$ cat src/core/radio_cfg_pkg.sv
package radio_cfg_pkg;

  // Register offsets on the control port
  localparam logic [9:0] RX_DELAY_OFFSET = 10'h109;
  localparam logic [9:0] TX_DELAY_OFFSET = 10'h10A;
  localparam logic [9:0] DELAY_EXT_OFFSET = 10'h10B;
  localparam logic [9:0] PKT_FORMAT_OFFSET = 10'h13E;
  localparam logic [9:0] CHAN_LOW_OFFSET = 10'h300;
  localparam logic [9:0] CHAN_MID_OFFSET = 10'h301;
  localparam logic [9:0] CHAN_HIGH_OFFSET = 10'h302;
  localparam logic [9:0] TX_MOD_OFFSET = 10'h306;
  localparam logic [9:0] POWER_OFFSET = 10'h30C;
  localparam logic [9:0] QUALITY_OFFSET = 10'h30D;
  localparam logic [9:0] PRAM_PAGE_OFFSET = 10'h313;
  localparam logic [9:0] TX_BASE_OFFSET = 10'h314;
  localparam logic [9:0] RX_BASE_OFFSET = 10'h315;
  localparam logic [9:0] WAKE_DIV_OFFSET = 10'h316;
  localparam logic [9:0] WAKE_SLEEP_OFFSET = 10'h317;
  localparam logic [9:0] RELOAD_HIGH_OFFSET = 10'h318;
  localparam logic [9:0] RELOAD_LOW_OFFSET = 10'h319;

  // Reset values
  localparam logic [7:0] RX_DELAY_RESET = 8'hC0;
  localparam logic [7:0] TX_DELAY_RESET = 8'hC0;
  localparam logic [7:0] DELAY_EXT_RESET = 8'h00;
  localparam logic [7:0] PKT_FORMAT_RESET = 8'h00;
  localparam logic [7:0] CHAN_LOW_RESET = 8'h80;
  localparam logic [7:0] CHAN_MID_RESET = 8'hA9;
  localparam logic [7:0] CHAN_HIGH_RESET = 8'h03;
  localparam logic [7:0] TX_MOD_RESET = 8'h01;
  localparam logic [7:0] READBACK_RESET = 8'h00;
  localparam logic [3:0] PRAM_PAGE_RESET = 4'h0;
  localparam logic [7:0] TX_BASE_RESET = 8'h80;
  localparam logic [7:0] RX_BASE_RESET = 8'h00;
  localparam logic [2:0] WAKE_DIV_RESET = 3'h0;
  localparam logic [3:0] SLEEP_CODE_RESET = 4'h0;
  localparam logic [15:0] RELOAD_RESET = 16'h0000;

  // Field positions
  localparam int PREEMP_BIT = 0;
  localparam int WAKE_ON_TIMEOUT_BIT = 0;
  localparam int SLEEP_CODE_LSB = 3;
  localparam int SLEEP_CODE_MSB = 6;
  localparam int WAKE_DIV_MSB = 2;
  localparam int PRAM_PAGE_MSB = 3;

  // Packet format codes
  localparam logic [7:0] FORMAT_PACKET = 8'h00;
  localparam logic [7:0] FORMAT_RX_SERIAL = 8'h02;
  localparam logic [7:0] FORMAT_TX_SERIAL = 8'h03;

  // Sleep retention codes
  localparam logic [3:0] SLEEP_KEEP_BACKUP_RAM = 4'h1;
  localparam logic [3:0] SLEEP_KEEP_CRYSTAL_OSC = 4'h4;
  localparam logic [3:0] SLEEP_KEEP_RAM_AND_CRYSTAL = 4'h5;
  localparam logic [3:0] SLEEP_KEEP_RAM_AND_RC_OSC = 4'hB;

  // Last count of the slow-clock divider, one per code 0..7
  localparam logic [15:0] DIV_LAST_0 = 16'h0000;
  localparam logic [15:0] DIV_LAST_1 = 16'h0003;
  localparam logic [15:0] DIV_LAST_2 = 16'h0007;
  localparam logic [15:0] DIV_LAST_3 = 16'h000F;
  localparam logic [15:0] DIV_LAST_4 = 16'h007F;
  localparam logic [15:0] DIV_LAST_5 = 16'h03FF;
  localparam logic [15:0] DIV_LAST_6 = 16'h1FFF;
  localparam logic [15:0] DIV_LAST_7 = 16'hFFFF;

  // Timing
  localparam int CLK_PERIOD_NS = 50;
  localparam int BASE_STEP_NS = 1000;
  localparam int EXT_STEP_US = 4;
  localparam int CYCLES_PER_US = (BASE_STEP_NS + CLK_PERIOD_NS - 1) / CLK_PERIOD_NS;
  localparam logic [4:0] US_LAST = 5'(CYCLES_PER_US - 1);
  localparam int EXT_SHIFT = $clog2(EXT_STEP_US);

  // Start delay sequencer states
  typedef enum logic [2:0] {
    SEQ_IDLE = 3'b001,
    SEQ_TX_WAIT = 3'b010,
    SEQ_RX_WAIT = 3'b100
  } seq_state_t;

endpackage

$ cat src/core/start_delay_if.sv
`timescale 1ns/100ps
interface start_delay_if;
  logic start_tx;
  logic start_rx;
  logic [7:0] tx_base_us;
  logic [7:0] rx_base_us;
  logic [7:0] ext_steps;
  logic done_tx;
  logic done_rx;
  logic busy;

  modport requester (
    output start_tx, start_rx, tx_base_us, rx_base_us, ext_steps,
    input done_tx, done_rx, busy
  );
  modport timer (
    input start_tx, start_rx, tx_base_us, rx_base_us, ext_steps,
    output done_tx, done_rx, busy
  );
endinterface

$ cat src/core/radio_config_register_bank.sv
// Operation
// - Transmit command waits the transmit start delay, 1 us steps, reset 192.
// - Delay extension adds 4 us steps, reset 0, in receive and transmit.
// - Format 0 is packet mode, 2 receive serial port, 3 transmit serial port.
// - Channel word is 24 bits, frequency over 10 kHz, three byte registers.
// - Channel bytes reset to 128, 169 and 3.
// - Modulation bit 0 enables preemphasis, resets to 1.
// - Input power readback is signed 8-bit, read only, resets to 0.
// - Signal quality readback is 8-bit, read only, resets to 0.
// - Transmit buffer start address, 8 bits, resets to 128.
// - Receive buffer start address, 8 bits, resets to 0.
// - Wake divider codes 0..7 divide slow clock by 1,4,8,16,128,1024,8192,65536.
// - Divider is staged and takes effect only when sleep config is written.
// - Sleep codes: 1 backup RAM, 4 crystal, 5 both, 11 RAM with RC.
// - Sleep config bit 0 enables wake on timer timeout.
// - Reload written high byte first, applied on low byte write.
// - Receive command waits the receive start delay, reset 192.
`timescale 1ns/100ps
module radio_config_register_bank (
  // Clock and reset
  input wire logic clk,
  input wire logic rst,
  // Register access port
  input wire logic [9:0] reg_addr,
  input wire logic [7:0] reg_wdata,
  input wire logic reg_wr,
  input wire logic reg_rd,
  output logic [7:0] reg_rdata,
  output logic reg_rvalid,
  // Radio commands and start events
  input wire logic transmit_command,
  input wire logic receive_command,
  output logic transmit_state_enter,
  output logic receive_search_start,
  output logic start_delay_busy,
  // Measurement results from the receiver
  input wire logic measure_valid,
  input wire logic [7:0] input_power_value,
  input wire logic [7:0] link_quality_value,
  // Slow oscillator and wake timer
  input wire logic slow_osc_tick,
  output logic wake_prescaled_tick,
  output logic [2:0] wake_divider_code,
  output logic [3:0] sleep_retention_code,
  output logic sleep_keep_backup_ram,
  output logic sleep_keep_crystal_osc,
  output logic sleep_keep_rc_osc,
  output logic wake_on_timeout,
  output logic [15:0] wake_reload_value,
  // Radio configuration
  output logic [23:0] channel_frequency_word,
  output logic preemphasis_enable,
  output logic [7:0] packet_format_select,
  output logic packet_mode,
  output logic rx_serial_port_mode,
  output logic tx_serial_port_mode,
  output logic [7:0] transmit_buffer_base,
  output logic [7:0] receive_buffer_base,
  output logic [3:0] program_ram_page
);

  start_delay_if dly ();

  logic [7:0] rx_delay, next_rx_delay;
  logic [7:0] tx_delay, next_tx_delay;
  logic [7:0] delay_ext, next_delay_ext;
  logic [7:0] next_format;
  logic next_packet_mode, next_rx_serial, next_tx_serial;
  logic [23:0] next_channel;
  logic [7:0] tx_mod, next_tx_mod;
  logic [7:0] power_result, next_power_result;
  logic [7:0] quality_result, next_quality_result;
  logic [3:0] next_page;
  logic [7:0] next_tx_base, next_rx_base;
  logic [2:0] staged_div, next_staged_div;
  logic [2:0] next_div_code;
  logic [7:0] sleep_reg, next_sleep_reg;
  logic next_keep_ram, next_keep_xtal, next_keep_rc;
  logic [7:0] staged_reload_high, next_staged_reload_high;
  logic [15:0] next_reload;
  logic [15:0] div_count, next_div_count;
  logic next_prescaled_tick;
  logic [7:0] next_rdata;
  logic wr_sleep;

  // Address match used by the write decoder; the read decoder uses a case on the address
  function automatic logic hit(input logic [9:0] addr, input logic [9:0] offset);
    hit = (addr == offset);
  endfunction

  // Final count of the slow clock divider for each code
  function automatic logic [15:0] div_last(input logic [2:0] code);
    unique case (code)
      3'h0: div_last = radio_cfg_pkg::DIV_LAST_0;
      3'h1: div_last = radio_cfg_pkg::DIV_LAST_1;
      3'h2: div_last = radio_cfg_pkg::DIV_LAST_2;
      3'h3: div_last = radio_cfg_pkg::DIV_LAST_3;
      3'h4: div_last = radio_cfg_pkg::DIV_LAST_4;
      3'h5: div_last = radio_cfg_pkg::DIV_LAST_5;
      3'h6: div_last = radio_cfg_pkg::DIV_LAST_6;
      3'h7: div_last = radio_cfg_pkg::DIV_LAST_7;
    endcase
  endfunction

  assign wr_sleep = reg_wr && hit(reg_addr, radio_cfg_pkg::WAKE_SLEEP_OFFSET);

  // Writable configuration and decoded flags
  always_comb begin
    next_rx_delay = rx_delay;
    next_tx_delay = tx_delay;
    next_delay_ext = delay_ext;
    next_format = packet_format_select;
    next_channel = channel_frequency_word;
    next_tx_mod = tx_mod;
    next_page = program_ram_page;
    next_tx_base = transmit_buffer_base;
    next_rx_base = receive_buffer_base;
    next_staged_div = staged_div;
    next_div_code = wake_divider_code;
    next_sleep_reg = sleep_reg;
    next_staged_reload_high = staged_reload_high;
    next_reload = wake_reload_value;
    if (reg_wr) begin
      if (hit(reg_addr, radio_cfg_pkg::RX_DELAY_OFFSET)) next_rx_delay = reg_wdata;
      if (hit(reg_addr, radio_cfg_pkg::TX_DELAY_OFFSET)) next_tx_delay = reg_wdata;
      if (hit(reg_addr, radio_cfg_pkg::DELAY_EXT_OFFSET)) next_delay_ext = reg_wdata;
      if (hit(reg_addr, radio_cfg_pkg::PKT_FORMAT_OFFSET)) next_format = reg_wdata;
      if (hit(reg_addr, radio_cfg_pkg::CHAN_LOW_OFFSET)) next_channel[7:0] = reg_wdata;
      if (hit(reg_addr, radio_cfg_pkg::CHAN_MID_OFFSET)) next_channel[15:8] = reg_wdata;
      if (hit(reg_addr, radio_cfg_pkg::CHAN_HIGH_OFFSET)) next_channel[23:16] = reg_wdata;
      // Upper bits kept as written; the radio controller owns their meaning
      if (hit(reg_addr, radio_cfg_pkg::TX_MOD_OFFSET)) next_tx_mod = reg_wdata;
      if (hit(reg_addr, radio_cfg_pkg::PRAM_PAGE_OFFSET)) begin
        next_page = reg_wdata[radio_cfg_pkg::PRAM_PAGE_MSB:0];
      end
      if (hit(reg_addr, radio_cfg_pkg::TX_BASE_OFFSET)) next_tx_base = reg_wdata;
      if (hit(reg_addr, radio_cfg_pkg::RX_BASE_OFFSET)) next_rx_base = reg_wdata;
      if (hit(reg_addr, radio_cfg_pkg::WAKE_DIV_OFFSET)) begin
        next_staged_div = reg_wdata[radio_cfg_pkg::WAKE_DIV_MSB:0];
      end
      if (hit(reg_addr, radio_cfg_pkg::RELOAD_HIGH_OFFSET)) begin
        next_staged_reload_high = reg_wdata;
      end
      if (hit(reg_addr, radio_cfg_pkg::RELOAD_LOW_OFFSET)) begin
        next_reload = {staged_reload_high, reg_wdata};
      end
    end
    // A divider written in the same cycle as sleep config is not yet staged
    if (wr_sleep) begin
      next_sleep_reg = reg_wdata;
      next_div_code = staged_div;
    end
    next_packet_mode = (next_format == radio_cfg_pkg::FORMAT_PACKET);
    next_rx_serial = (next_format == radio_cfg_pkg::FORMAT_RX_SERIAL);
    next_tx_serial = (next_format == radio_cfg_pkg::FORMAT_TX_SERIAL);
    unique case (next_sleep_reg[radio_cfg_pkg::SLEEP_CODE_MSB:radio_cfg_pkg::SLEEP_CODE_LSB])
      radio_cfg_pkg::SLEEP_KEEP_BACKUP_RAM: begin
        {next_keep_ram, next_keep_xtal, next_keep_rc} = 3'b100;
      end
      radio_cfg_pkg::SLEEP_KEEP_CRYSTAL_OSC: begin
        {next_keep_ram, next_keep_xtal, next_keep_rc} = 3'b010;
      end
      radio_cfg_pkg::SLEEP_KEEP_RAM_AND_CRYSTAL: begin
        {next_keep_ram, next_keep_xtal, next_keep_rc} = 3'b110;
      end
      radio_cfg_pkg::SLEEP_KEEP_RAM_AND_RC_OSC: begin
        {next_keep_ram, next_keep_xtal, next_keep_rc} = 3'b101;
      end
      // Reserved codes keep nothing alive
      default: {next_keep_ram, next_keep_xtal, next_keep_rc} = 3'b000;
    endcase
  end

  always_ff @(posedge clk) begin
    if (rst) begin
      rx_delay <= radio_cfg_pkg::RX_DELAY_RESET;
      tx_delay <= radio_cfg_pkg::TX_DELAY_RESET;
      delay_ext <= radio_cfg_pkg::DELAY_EXT_RESET;
      packet_format_select <= radio_cfg_pkg::PKT_FORMAT_RESET;
      packet_mode <= 1'b1;
      rx_serial_port_mode <= 1'b0;
      tx_serial_port_mode <= 1'b0;
      channel_frequency_word <= {radio_cfg_pkg::CHAN_HIGH_RESET,
        radio_cfg_pkg::CHAN_MID_RESET, radio_cfg_pkg::CHAN_LOW_RESET};
      tx_mod <= radio_cfg_pkg::TX_MOD_RESET;
      preemphasis_enable <= radio_cfg_pkg::TX_MOD_RESET[radio_cfg_pkg::PREEMP_BIT];
      program_ram_page <= radio_cfg_pkg::PRAM_PAGE_RESET;
      transmit_buffer_base <= radio_cfg_pkg::TX_BASE_RESET;
      receive_buffer_base <= radio_cfg_pkg::RX_BASE_RESET;
      staged_div <= radio_cfg_pkg::WAKE_DIV_RESET;
      wake_divider_code <= radio_cfg_pkg::WAKE_DIV_RESET;
      sleep_reg <= 8'h00;
      sleep_retention_code <= radio_cfg_pkg::SLEEP_CODE_RESET;
      sleep_keep_backup_ram <= 1'b0;
      sleep_keep_crystal_osc <= 1'b0;
      sleep_keep_rc_osc <= 1'b0;
      wake_on_timeout <= 1'b0;
      staged_reload_high <= 8'h00;
      wake_reload_value <= radio_cfg_pkg::RELOAD_RESET;
    end else begin
      rx_delay <= next_rx_delay;
      tx_delay <= next_tx_delay;
      delay_ext <= next_delay_ext;
      packet_format_select <= next_format;
      packet_mode <= next_packet_mode;
      rx_serial_port_mode <= next_rx_serial;
      tx_serial_port_mode <= next_tx_serial;
      channel_frequency_word <= next_channel;
      tx_mod <= next_tx_mod;
      preemphasis_enable <= next_tx_mod[radio_cfg_pkg::PREEMP_BIT];
      program_ram_page <= next_page;
      transmit_buffer_base <= next_tx_base;
      receive_buffer_base <= next_rx_base;
      staged_div <= next_staged_div;
      wake_divider_code <= next_div_code;
      sleep_reg <= next_sleep_reg;
      sleep_retention_code <=
        next_sleep_reg[radio_cfg_pkg::SLEEP_CODE_MSB:radio_cfg_pkg::SLEEP_CODE_LSB];
      sleep_keep_backup_ram <= next_keep_ram;
      sleep_keep_crystal_osc <= next_keep_xtal;
      sleep_keep_rc_osc <= next_keep_rc;
      wake_on_timeout <= next_sleep_reg[radio_cfg_pkg::WAKE_ON_TIMEOUT_BIT];
      staged_reload_high <= next_staged_reload_high;
      wake_reload_value <= next_reload;
    end
  end

  // Readbacks follow the receiver's measurement strobe
  always_comb begin
    next_power_result = power_result;
    next_quality_result = quality_result;
    if (measure_valid) begin
      next_power_result = input_power_value;
      next_quality_result = link_quality_value;
    end
  end

  always_ff @(posedge clk) begin
    if (rst) begin
      power_result <= radio_cfg_pkg::READBACK_RESET;
      quality_result <= radio_cfg_pkg::READBACK_RESET;
    end else begin
      power_result <= next_power_result;
      quality_result <= next_quality_result;
    end
  end

  // Slow clock prescaler; restarts whenever a new divider is applied
  always_comb begin
    next_div_count = div_count;
    next_prescaled_tick = 1'b0;
    if (wr_sleep) begin
      next_div_count = 16'h0000;
    end else if (slow_osc_tick) begin
      if (div_count >= div_last(wake_divider_code)) begin
        next_div_count = 16'h0000;
        next_prescaled_tick = 1'b1;
      end else begin
        next_div_count = div_count + 16'h0001;
      end
    end
  end

  always_ff @(posedge clk) begin
    if (rst) begin
      div_count <= 16'h0000;
      wake_prescaled_tick <= 1'b0;
    end else begin
      div_count <= next_div_count;
      wake_prescaled_tick <= next_prescaled_tick;
    end
  end

  // Read data; write-only and unmapped addresses read zero
  always_comb begin
    next_rdata = 8'h00;
    unique case (reg_addr)
      radio_cfg_pkg::RX_DELAY_OFFSET: next_rdata = rx_delay;
      radio_cfg_pkg::TX_DELAY_OFFSET: next_rdata = tx_delay;
      radio_cfg_pkg::DELAY_EXT_OFFSET: next_rdata = delay_ext;
      radio_cfg_pkg::PKT_FORMAT_OFFSET: next_rdata = packet_format_select;
      radio_cfg_pkg::CHAN_LOW_OFFSET: next_rdata = channel_frequency_word[7:0];
      radio_cfg_pkg::CHAN_MID_OFFSET: next_rdata = channel_frequency_word[15:8];
      radio_cfg_pkg::CHAN_HIGH_OFFSET: next_rdata = channel_frequency_word[23:16];
      radio_cfg_pkg::TX_MOD_OFFSET: next_rdata = tx_mod;
      radio_cfg_pkg::POWER_OFFSET: next_rdata = power_result;
      radio_cfg_pkg::QUALITY_OFFSET: next_rdata = quality_result;
      radio_cfg_pkg::PRAM_PAGE_OFFSET: next_rdata = {4'h0, program_ram_page};
      radio_cfg_pkg::TX_BASE_OFFSET: next_rdata = transmit_buffer_base;
      radio_cfg_pkg::RX_BASE_OFFSET: next_rdata = receive_buffer_base;
      radio_cfg_pkg::WAKE_SLEEP_OFFSET: next_rdata = sleep_reg;
      radio_cfg_pkg::RELOAD_LOW_OFFSET: next_rdata = wake_reload_value[7:0];
      default: next_rdata = 8'h00;
    endcase
  end

  always_ff @(posedge clk) begin
    if (rst) begin
      reg_rdata <= 8'h00;
      reg_rvalid <= 1'b0;
    end else begin
      reg_rdata <= reg_rd ? next_rdata : 8'h00;
      reg_rvalid <= reg_rd;
    end
  end

  // Start delay sequencing
  assign dly.start_tx = transmit_command;
  assign dly.start_rx = receive_command;
  assign dly.tx_base_us = tx_delay;
  assign dly.rx_base_us = rx_delay;
  assign dly.ext_steps = delay_ext;

  start_delay_timer delay_timer (
    .clk(clk),
    .rst(rst),
    .dly(dly.timer)
  );

  always_ff @(posedge clk) begin
    if (rst) begin
      transmit_state_enter <= 1'b0;
      receive_search_start <= 1'b0;
      start_delay_busy <= 1'b0;
    end else begin
      transmit_state_enter <= dly.done_tx;
      receive_search_start <= dly.done_rx;
      start_delay_busy <= dly.busy;
    end
  end

endmodule

$ cat src/core/start_delay_timer.sv
`timescale 1ns/100ps
module start_delay_timer (
  // Clock and reset
  input wire logic clk,
  input wire logic rst,
  // Delay requests
  start_delay_if.timer dly
);

  radio_cfg_pkg::seq_state_t state, next_state;
  logic [4:0] us_div, next_us_div;
  logic [10:0] us_left, next_us_left;
  logic next_done_tx, next_done_rx, next_busy;

  // Base in 1 us steps plus extension in 4 us steps
  function automatic logic [10:0] total_us(input logic [7:0] base, input logic [7:0] ext);
    total_us = {3'h0, base} + ({3'h0, ext} << radio_cfg_pkg::EXT_SHIFT);
  endfunction

  // Sequencer; the microsecond divider restarts with each command so steps are exact
  always_comb begin
    next_state = state;
    next_us_div = us_div;
    next_us_left = us_left;
    next_done_tx = 1'b0;
    next_done_rx = 1'b0;
    unique case (state)
      radio_cfg_pkg::SEQ_IDLE: begin
        next_us_div = 5'h00;
        if (dly.start_tx) begin
          next_state = radio_cfg_pkg::SEQ_TX_WAIT;
          next_us_left = total_us(dly.tx_base_us, dly.ext_steps);
        end else if (dly.start_rx) begin
          next_state = radio_cfg_pkg::SEQ_RX_WAIT;
          next_us_left = total_us(dly.rx_base_us, dly.ext_steps);
        end
      end
      radio_cfg_pkg::SEQ_TX_WAIT, radio_cfg_pkg::SEQ_RX_WAIT: begin
        if (us_left == 11'h000) begin
          next_state = radio_cfg_pkg::SEQ_IDLE;
          next_done_tx = (state == radio_cfg_pkg::SEQ_TX_WAIT);
          next_done_rx = (state == radio_cfg_pkg::SEQ_RX_WAIT);
        end else if (us_div == radio_cfg_pkg::US_LAST) begin
          next_us_div = 5'h00;
          next_us_left = us_left - 11'h001;
          if (us_left == 11'h001) begin
            next_state = radio_cfg_pkg::SEQ_IDLE;
            next_done_tx = (state == radio_cfg_pkg::SEQ_TX_WAIT);
            next_done_rx = (state == radio_cfg_pkg::SEQ_RX_WAIT);
          end
        end else begin
          next_us_div = us_div + 5'h01;
        end
      end
      default: next_state = radio_cfg_pkg::SEQ_IDLE;
    endcase
    next_busy = (next_state != radio_cfg_pkg::SEQ_IDLE);
  end

  always_ff @(posedge clk) begin
    if (rst) begin
      state <= radio_cfg_pkg::SEQ_IDLE;
      us_div <= 5'h00;
      us_left <= 11'h000;
      dly.done_tx <= 1'b0;
      dly.done_rx <= 1'b0;
      dly.busy <= 1'b0;
    end else begin
      state <= next_state;
      us_div <= next_us_div;
      us_left <= next_us_left;
      dly.done_tx <= next_done_tx;
      dly.done_rx <= next_done_rx;
      dly.busy <= next_busy;
    end
  end

endmodule

$ cat config.mk
export PLATFORM = sky130hd
export DESIGN_NAME = radio_config_register_bank
export DESIGN_NICKNAME = d
export VERILOG_FILES = /design/src/core/radio_cfg_pkg.sv /design/src/core/start_delay_if.sv /design/src/core/radio_config_register_bank.sv /design/src/core/start_delay_timer.sv
export SDC_FILE = /design/constraint.sdc
export NUM_CORES = 1
export LEC_CHECK = 0
export BUFFER_PORTS_ARGS = -buffer_cell sky130_fd_sc_hd__clkbuf_2
export CORE_MARGIN = 8
export CORE_UTILIZATION = 45
export DETAILED_ROUTE_END_ITERATION = 8
export PLACE_DENSITY = 0.75
export SLEW_MARGIN = 10
export SYNTH_ARGS = -nofsm -noshare
export SYNTH_HDL_FRONTEND = slang
export SYNTH_SLANG_ARGS = --single-unit
$ cat constraint.sdc
create_clock -name clk -period 2.5 [get_ports clk]
set_input_delay 0.125 -clock clk [delete_from_list [all_inputs] [get_ports clk]]
set_output_delay 0.125 -clock clk [all_outputs]
set_load 0.005 [all_outputs]
### After elaboration in Yosys (flattened, before gate mapping)

Memory sizes are Yosys's and may differ from the RTL's. A register that Yosys moved wholly into a read port is not among the register bits.
Cells that the tools add are included.

* bitwise gates (word level): 3
* multiplexer cells: 33
* reductions and logical operators: 26
* add/subtract/negate cells: 5
* $lt $le $gt $ge: 1
* eq/ne operators: 32

Operators with widths (count)
* equality test 10 bit, second input constant: 13
* case mux 8 bit (15 select lines): 1
* 2-to-1 mux 16 bit: 3
* 2-to-1 mux 11 bit: 4
* equality test 10 x 9 -> 1 bit, second input constant: 4
* AND reduction 2 bit: 14
* adder 8 x 10 -> 11 bit: 2
* case mux 11 bit (2 select lines): 1
* 2-to-1 mux 3 bit: 7
* adder 16 x 1 -> 16 bit, second input constant: 1
* equality test 8 x 2 -> 1 bit, second input constant: 2
* greater-or-equal comparator 16 bit: 1
* 2-to-1 mux 8 bit: 2
* equality test 11 x 1 -> 1 bit, second input constant: 1
* zero test 11 bit: 1
* subtractor 11 x 1 -> 11 bit, second input constant: 1
* 2-to-1 mux 1 bit: 10
* 2-to-1 mux 5 bit: 2
* case mux 5 bit (2 select lines): 1
* OR reduction 2 bit: 5
* equality test 4 x 3 -> 1 bit, second input constant: 2
* zero test 8 bit: 1
* 2-to-1 mux 7 bit: 1
* case mux 3 bit (2 select lines): 1
* 16 further kinds: 19

* output and inout bits: 96
* memories: 1
* ROM bits: 128
* bits of input ports: 42
* bits in registers: 200

Memory list
* (name not given): depth 8, width 16, read ports 1, clocked after memory_dff 1, wr ports 0, line radio_config_register_bank.sv:93 `unique case (code)`

### Depth between registers and ports, before layout

* depth in word-level cells: 6
* mapped depth: 10

### By module

A second synthesis with hierarchy kept.

* cells, all modules: 1162
* area, all modules: 9949.5 um2

By module, submodules not included
* radio_config_register_bank: cells each 958, instances 1, area each 8260.4 um2, seq. area each 3603.5 um2
* start_delay_timer: cells each 204, instances 1, area each 1689.1 um2, seq. area each 440.4 um2

### Worst setup path after synthesis

No wires, ideal clock.

* path type: input to register
* start point: input port transmit_command
* end point: register delay_timer.us_left[9]
* buffers on the path: 1
* cell stages on the path: 9
* path slack: 0.128 ns
* setup time: 0.132 ns
* arrival time: 2.240 ns
* cells stage by stage: clkbuf_1 mux2_2 ha_1 a211o_1 a211oi_1 nor2_1 or4_1 o21ai_0 o41ai_1

* cells in the longest elaborated chain, start to end: 2
* elaborated cells on any way between the ends: 4

Ends and longest elaborated chain
* from (decl): line radio_config_register_bank.sv:31 `input wire logic transmit_command,`
* != test 3 bit (no line) / 2-to-1 mux 11 bit (equally long branches)
* AND reduction 4 bit (no line) / case mux 11 bit (2 select lines) (equally long branches)
* to (signal assigned): line start_delay_timer.sv:71 `us_left <= next_us_left;`
* to (decl): line start_delay_timer.sv:12 `logic [10:0] us_left, next_us_left;`

Parallel ways exist; a longest one is shown, timed or not.
A chain may end at the register's enable or synchronous reset.

### Final worst setup path

* start point: register rx_delay[3], in the netlist dly.rx_base_us[3]
* end point: register delay_timer.us_left[9]

* cells in the longest elaborated chain, start to end: 4

Ends and longest elaborated chain
* from (decl): line radio_config_register_bank.sv:64 `logic [7:0] rx_delay, next_rx_delay;`
* from (signal assigned): line radio_config_register_bank.sv:176 `rx_delay <= radio_cfg_pkg::RX_DELAY_RESET;`
* from (signal assigned): line radio_config_register_bank.sv:201 `rx_delay <= next_rx_delay;`
* adder 8 x 10 -> 11 bit: line start_delay_timer.sv:17 `total_us = {3'h0, base} + ({3'h0, ext} << radio_cfg_pkg::EXT_SHIFT);`
* 2-to-1 mux 11 bit: line start_delay_timer.sv:33 `end else if (dly.start_rx) begin`
* 2-to-1 mux 11 bit: line start_delay_timer.sv:30 `if (dly.start_tx) begin`
* case mux 11 bit (2 select lines): line start_delay_timer.sv:27 `unique case (state)`

No other way between the ends. The select of a mux whose other input is x is not followed.

==> metrics.md <==
| Metric | Value |
|---|---|
| Bufs and invs on worst path | 0 |
| Pwr/cell area | 643 mW/mm² |
| Synth async-reset ratio | 0% |
| FF+latch count, synth | 202 |
| DP Wirelength | 21800 µm |
| Die area | 0.0263 mm² |
| Clk_lat worst skew | 0.51 ns |
| Synthesized Nets | 1224 |
| Inst Count DP | 1529 |
| Max_slew headroom | 48.1% |
| Outcome | finished, final reports clean |
| Reg clk slew, reported paths | 0.07 ns |
| Largest registers | channel_frequency_word: 24 flops, div_count: 16 flops, wake_reload_value: 16 flops |
| P_leak | 4.75 nW |
| H-tree depth | 1 |
| Max stage delay on crit path | 0.39 ns |
| Clk sinks | 202 |
| Crit-path cells | mux2_2, ha_1, a211o_1, a211oi_1, nor2_1, or4_1, o21ai_0, o41ai_1 |
| Cell family with most CP delay | compound AO/OA/AOI/OAI gates |
| Clock tree buffer depth | 3 |
| Final ANT Viol Nets | 0 |
| Final Core Density | 55.2% |
| Final critical delay including setup and external delays | 2.31 ns |
| Final Hold Vio Count | 0 |
| Grt ovf | 0 |
| Worst hold path type | in2reg |
| Clock root cell | clkbuf_16 |
| Final WS setup | 0.187 ns |
| DR pass1 iterations | 6 |
| Die Width | 162 µm |
| Top post-synthesis cells by count | dfxtp_1 (202), nand2_1 (181), nor2_1 (118), a21oi_1 (105), mux2i_1 (76) |
| Tcrit/Tclk final | 92.5% |
| Initial DRC count | 1167 |
| Worst setup SP type | flip-flop |
| Pre-CTS setup slack | 0.147 ns |
| Routability cong. | 0.994 |
| Setup violators final | 0 |
| Maximum clock rate | 0.432 GHz |
| Largest net degree at the start of global routing | 121 |
| Slew @ Worst Pin | 0.773 ns |
| Most flops, register | channel_frequency_word |
| PortBufs | 137 |
| Die height | 162 µm |
| Top cell type's share of synthesized area | 42.0% |
| Non-filler cells, final | 1585 |
| Fin. max-slew vios | 0 |
| Largest fanout on the critical path | 3 |
| Core area | 0.0210 mm² |
| Vias | 9313 |
| Final #Nets | 1366 |
| Critical Path Slowest Stage Cell | or4_1 |
| Most numerous cell in the Yosys netlist | dfxtp_1 |
| Max reg flops | 24 |
| Average cell area after synthesis | 8.35 µm² |
| Reg area | 0.00404 mm² |
| CP endpoint kind | flip-flop |
| Fin Clk Skew | 0.0189 ns |
| Setup CP Type | reg2reg |
| Grt peak-use layer | met2 |
| Post-synthesis cell type count | 69 |
| CTS tree | built |
| Met2 track demand over resource | 35.8% |
| Met1 Use GR | 29.3% |
| Max Cap Viol | 0 |
| First-pass GRT wire length | 48400 µm |
| Vias per Instance | 5.88 |
| WP data required | 2.86 ns |
| Setup TNS | 0 ns |
| Pwr Total | 0.00747 W |
| CTS buffer count | 21 |
| Initial core utilization | 45.8% |
| DRC viols | 0 |
| EDFF count, synth | 0 |
| Post-synthesis sequential area ratio | 42.0% |
| Vias in the first global route | 8862 |
| Filler cells | 1876 |
| Synth Flop Type | dfxtp_1 |
| Drt wl/cell | 19.4 µm |
| Worst IR Drop VDD | 440 µV |
| Footprint of the multi-input gates | 0.00514 mm² |
| Wirelength, routed | 30700 µm |
| Post-Syn Area | 0.00963 mm² |
| Post-CTS Setup Inserts | 0 |
| Synth top area cells | dfxtp_1 (42%), mux2i_1 (7.9%), nand2_1 (7.1%), a21oi_1 (5.5%), nor2_1 (4.6%) |
| YS warnings | 0 |
| Row cnt | 53 |
| RSZ-0062 raised after global routing | false |
| Io pins | 138 |
| Antenna Cells | 0 |
| Tot GR Track Use | 22.5% |
| Area leader, netlist | dfxtp_1 |
| Critical path arrival | 2.68 ns |
| Antenna violations before repair | 0 |
| Share of cells above drive strength 1 | 17.9% |
| Syn Inst Count | 1154 |
| Met3 Track Usage GR | 5.47% |
| Area grow syn2layout | 20.6% |
==> routing by layer <==
| layer | vias to the layer above | routed length [µm] |
|---|---|---|
| met4 | 0 | 1070 |
| met3 | 80 | 3120 |
| met1 | 4391 | 12700 |
| li1 | 4353 | - |
| met5 | - | 0 |
| met2 | 489 | 13900 |
==> cell usage in the layout (no fill, tap or decap), types with 6 or more instances in the layout <==
cell type and n:
xnor2_1 13, mux2_2 8, a21oi_1 105, a21o_1 11, a211o_1 11, a211oi_1 10, nor2_1 118, and3_1 10
a32oi_1 8, o22ai_1 6, xor2_1 10, clkbuf_16 21, nor4_1 26, a31oi_1 10, dlygate4sd3_1 19, nand3_1 38
and2_1 8, clkbuf_2 136, dfxtp_1 202, inv_1 22, mux2i_1 76, nor3_1 22, nand4_1 13, a22oi_1 15
nor2b_1 16, nand3b_1 9, o21ai_0 32, nand2_1 181, buf_4 45, ha_1 27
==> through the flow <==
stage | hold slack (ns) | instance area (µm²)
floorplan | 0.208 | 9630
global placement | 0.359 | 10700
detailed placement | 0.369 | 10700
CTS | 0.0799 | 11600
global route | 0.118 | 11600
finish | 0.0995 | 11600
==> kinds of logic after synthesis <==
| group | Yosys count | share of synthesized area [%] |
|---|---|---|
| simple gates | 473 | 23.1 |
| compound gates | 240 | 15.7 |
| buf+inv | 104 | 4.59 |
| flops | 202 | 42.0 |
| fa+ha+maj | 28 | 3.72 |
| xor+xnor | 23 | 2.09 |
| mux | 84 | 8.83 |
==> final cells by class <==
class,instances,share of cell area (%)
tap,275,2.96
multi-input combinational,848,44.3
inverter,22,0.711
timing repair buffer,201,10.6
clock buffer,29,5.13
sequential,202,34.8
clock inverter,8,1.48
==> power breakdown <==
| group | internal (W) | leakage, nW | switching (W) |
|---|---|---|---|
| combinational | 0.000237 | 2.74 | 0.000421 |
| sequential | 0.00327 | 1.63 | 0.0000447 |
| clock | 0.00218 | 0.372 | 0.00131 |
| total | 0.00569 | 4.75 | 0.00178 |
==> worst min-delay path, stage by stage <==
cell,delay [ns]
clkbuf_2,0.19
xnor2_1,0.19
nor4_1,0.04
==> worst paths after layout <==
kind | start | slack (ns) | endpoint | cells after the start
worst max-delay path | dly.rx_base_us[3] | 0.19 | delay_timer.us_left[9] | 8
worst min-delay path | slow_osc_tick | 0.1 | div_count[0] | 3
worst max register to register | dly.rx_base_us[3] | 0.19 | delay_timer.us_left[9] | 8
worst min register to register | delay_timer.dly.done_rx | 0.44 | receive_search_start | 1
==> timing repair <==
item                      CTS  global route
resized for setup           0             0
hold endpoints to repair   18             0
hold buffers               19             0
Power figures use the tool's default switching activity.
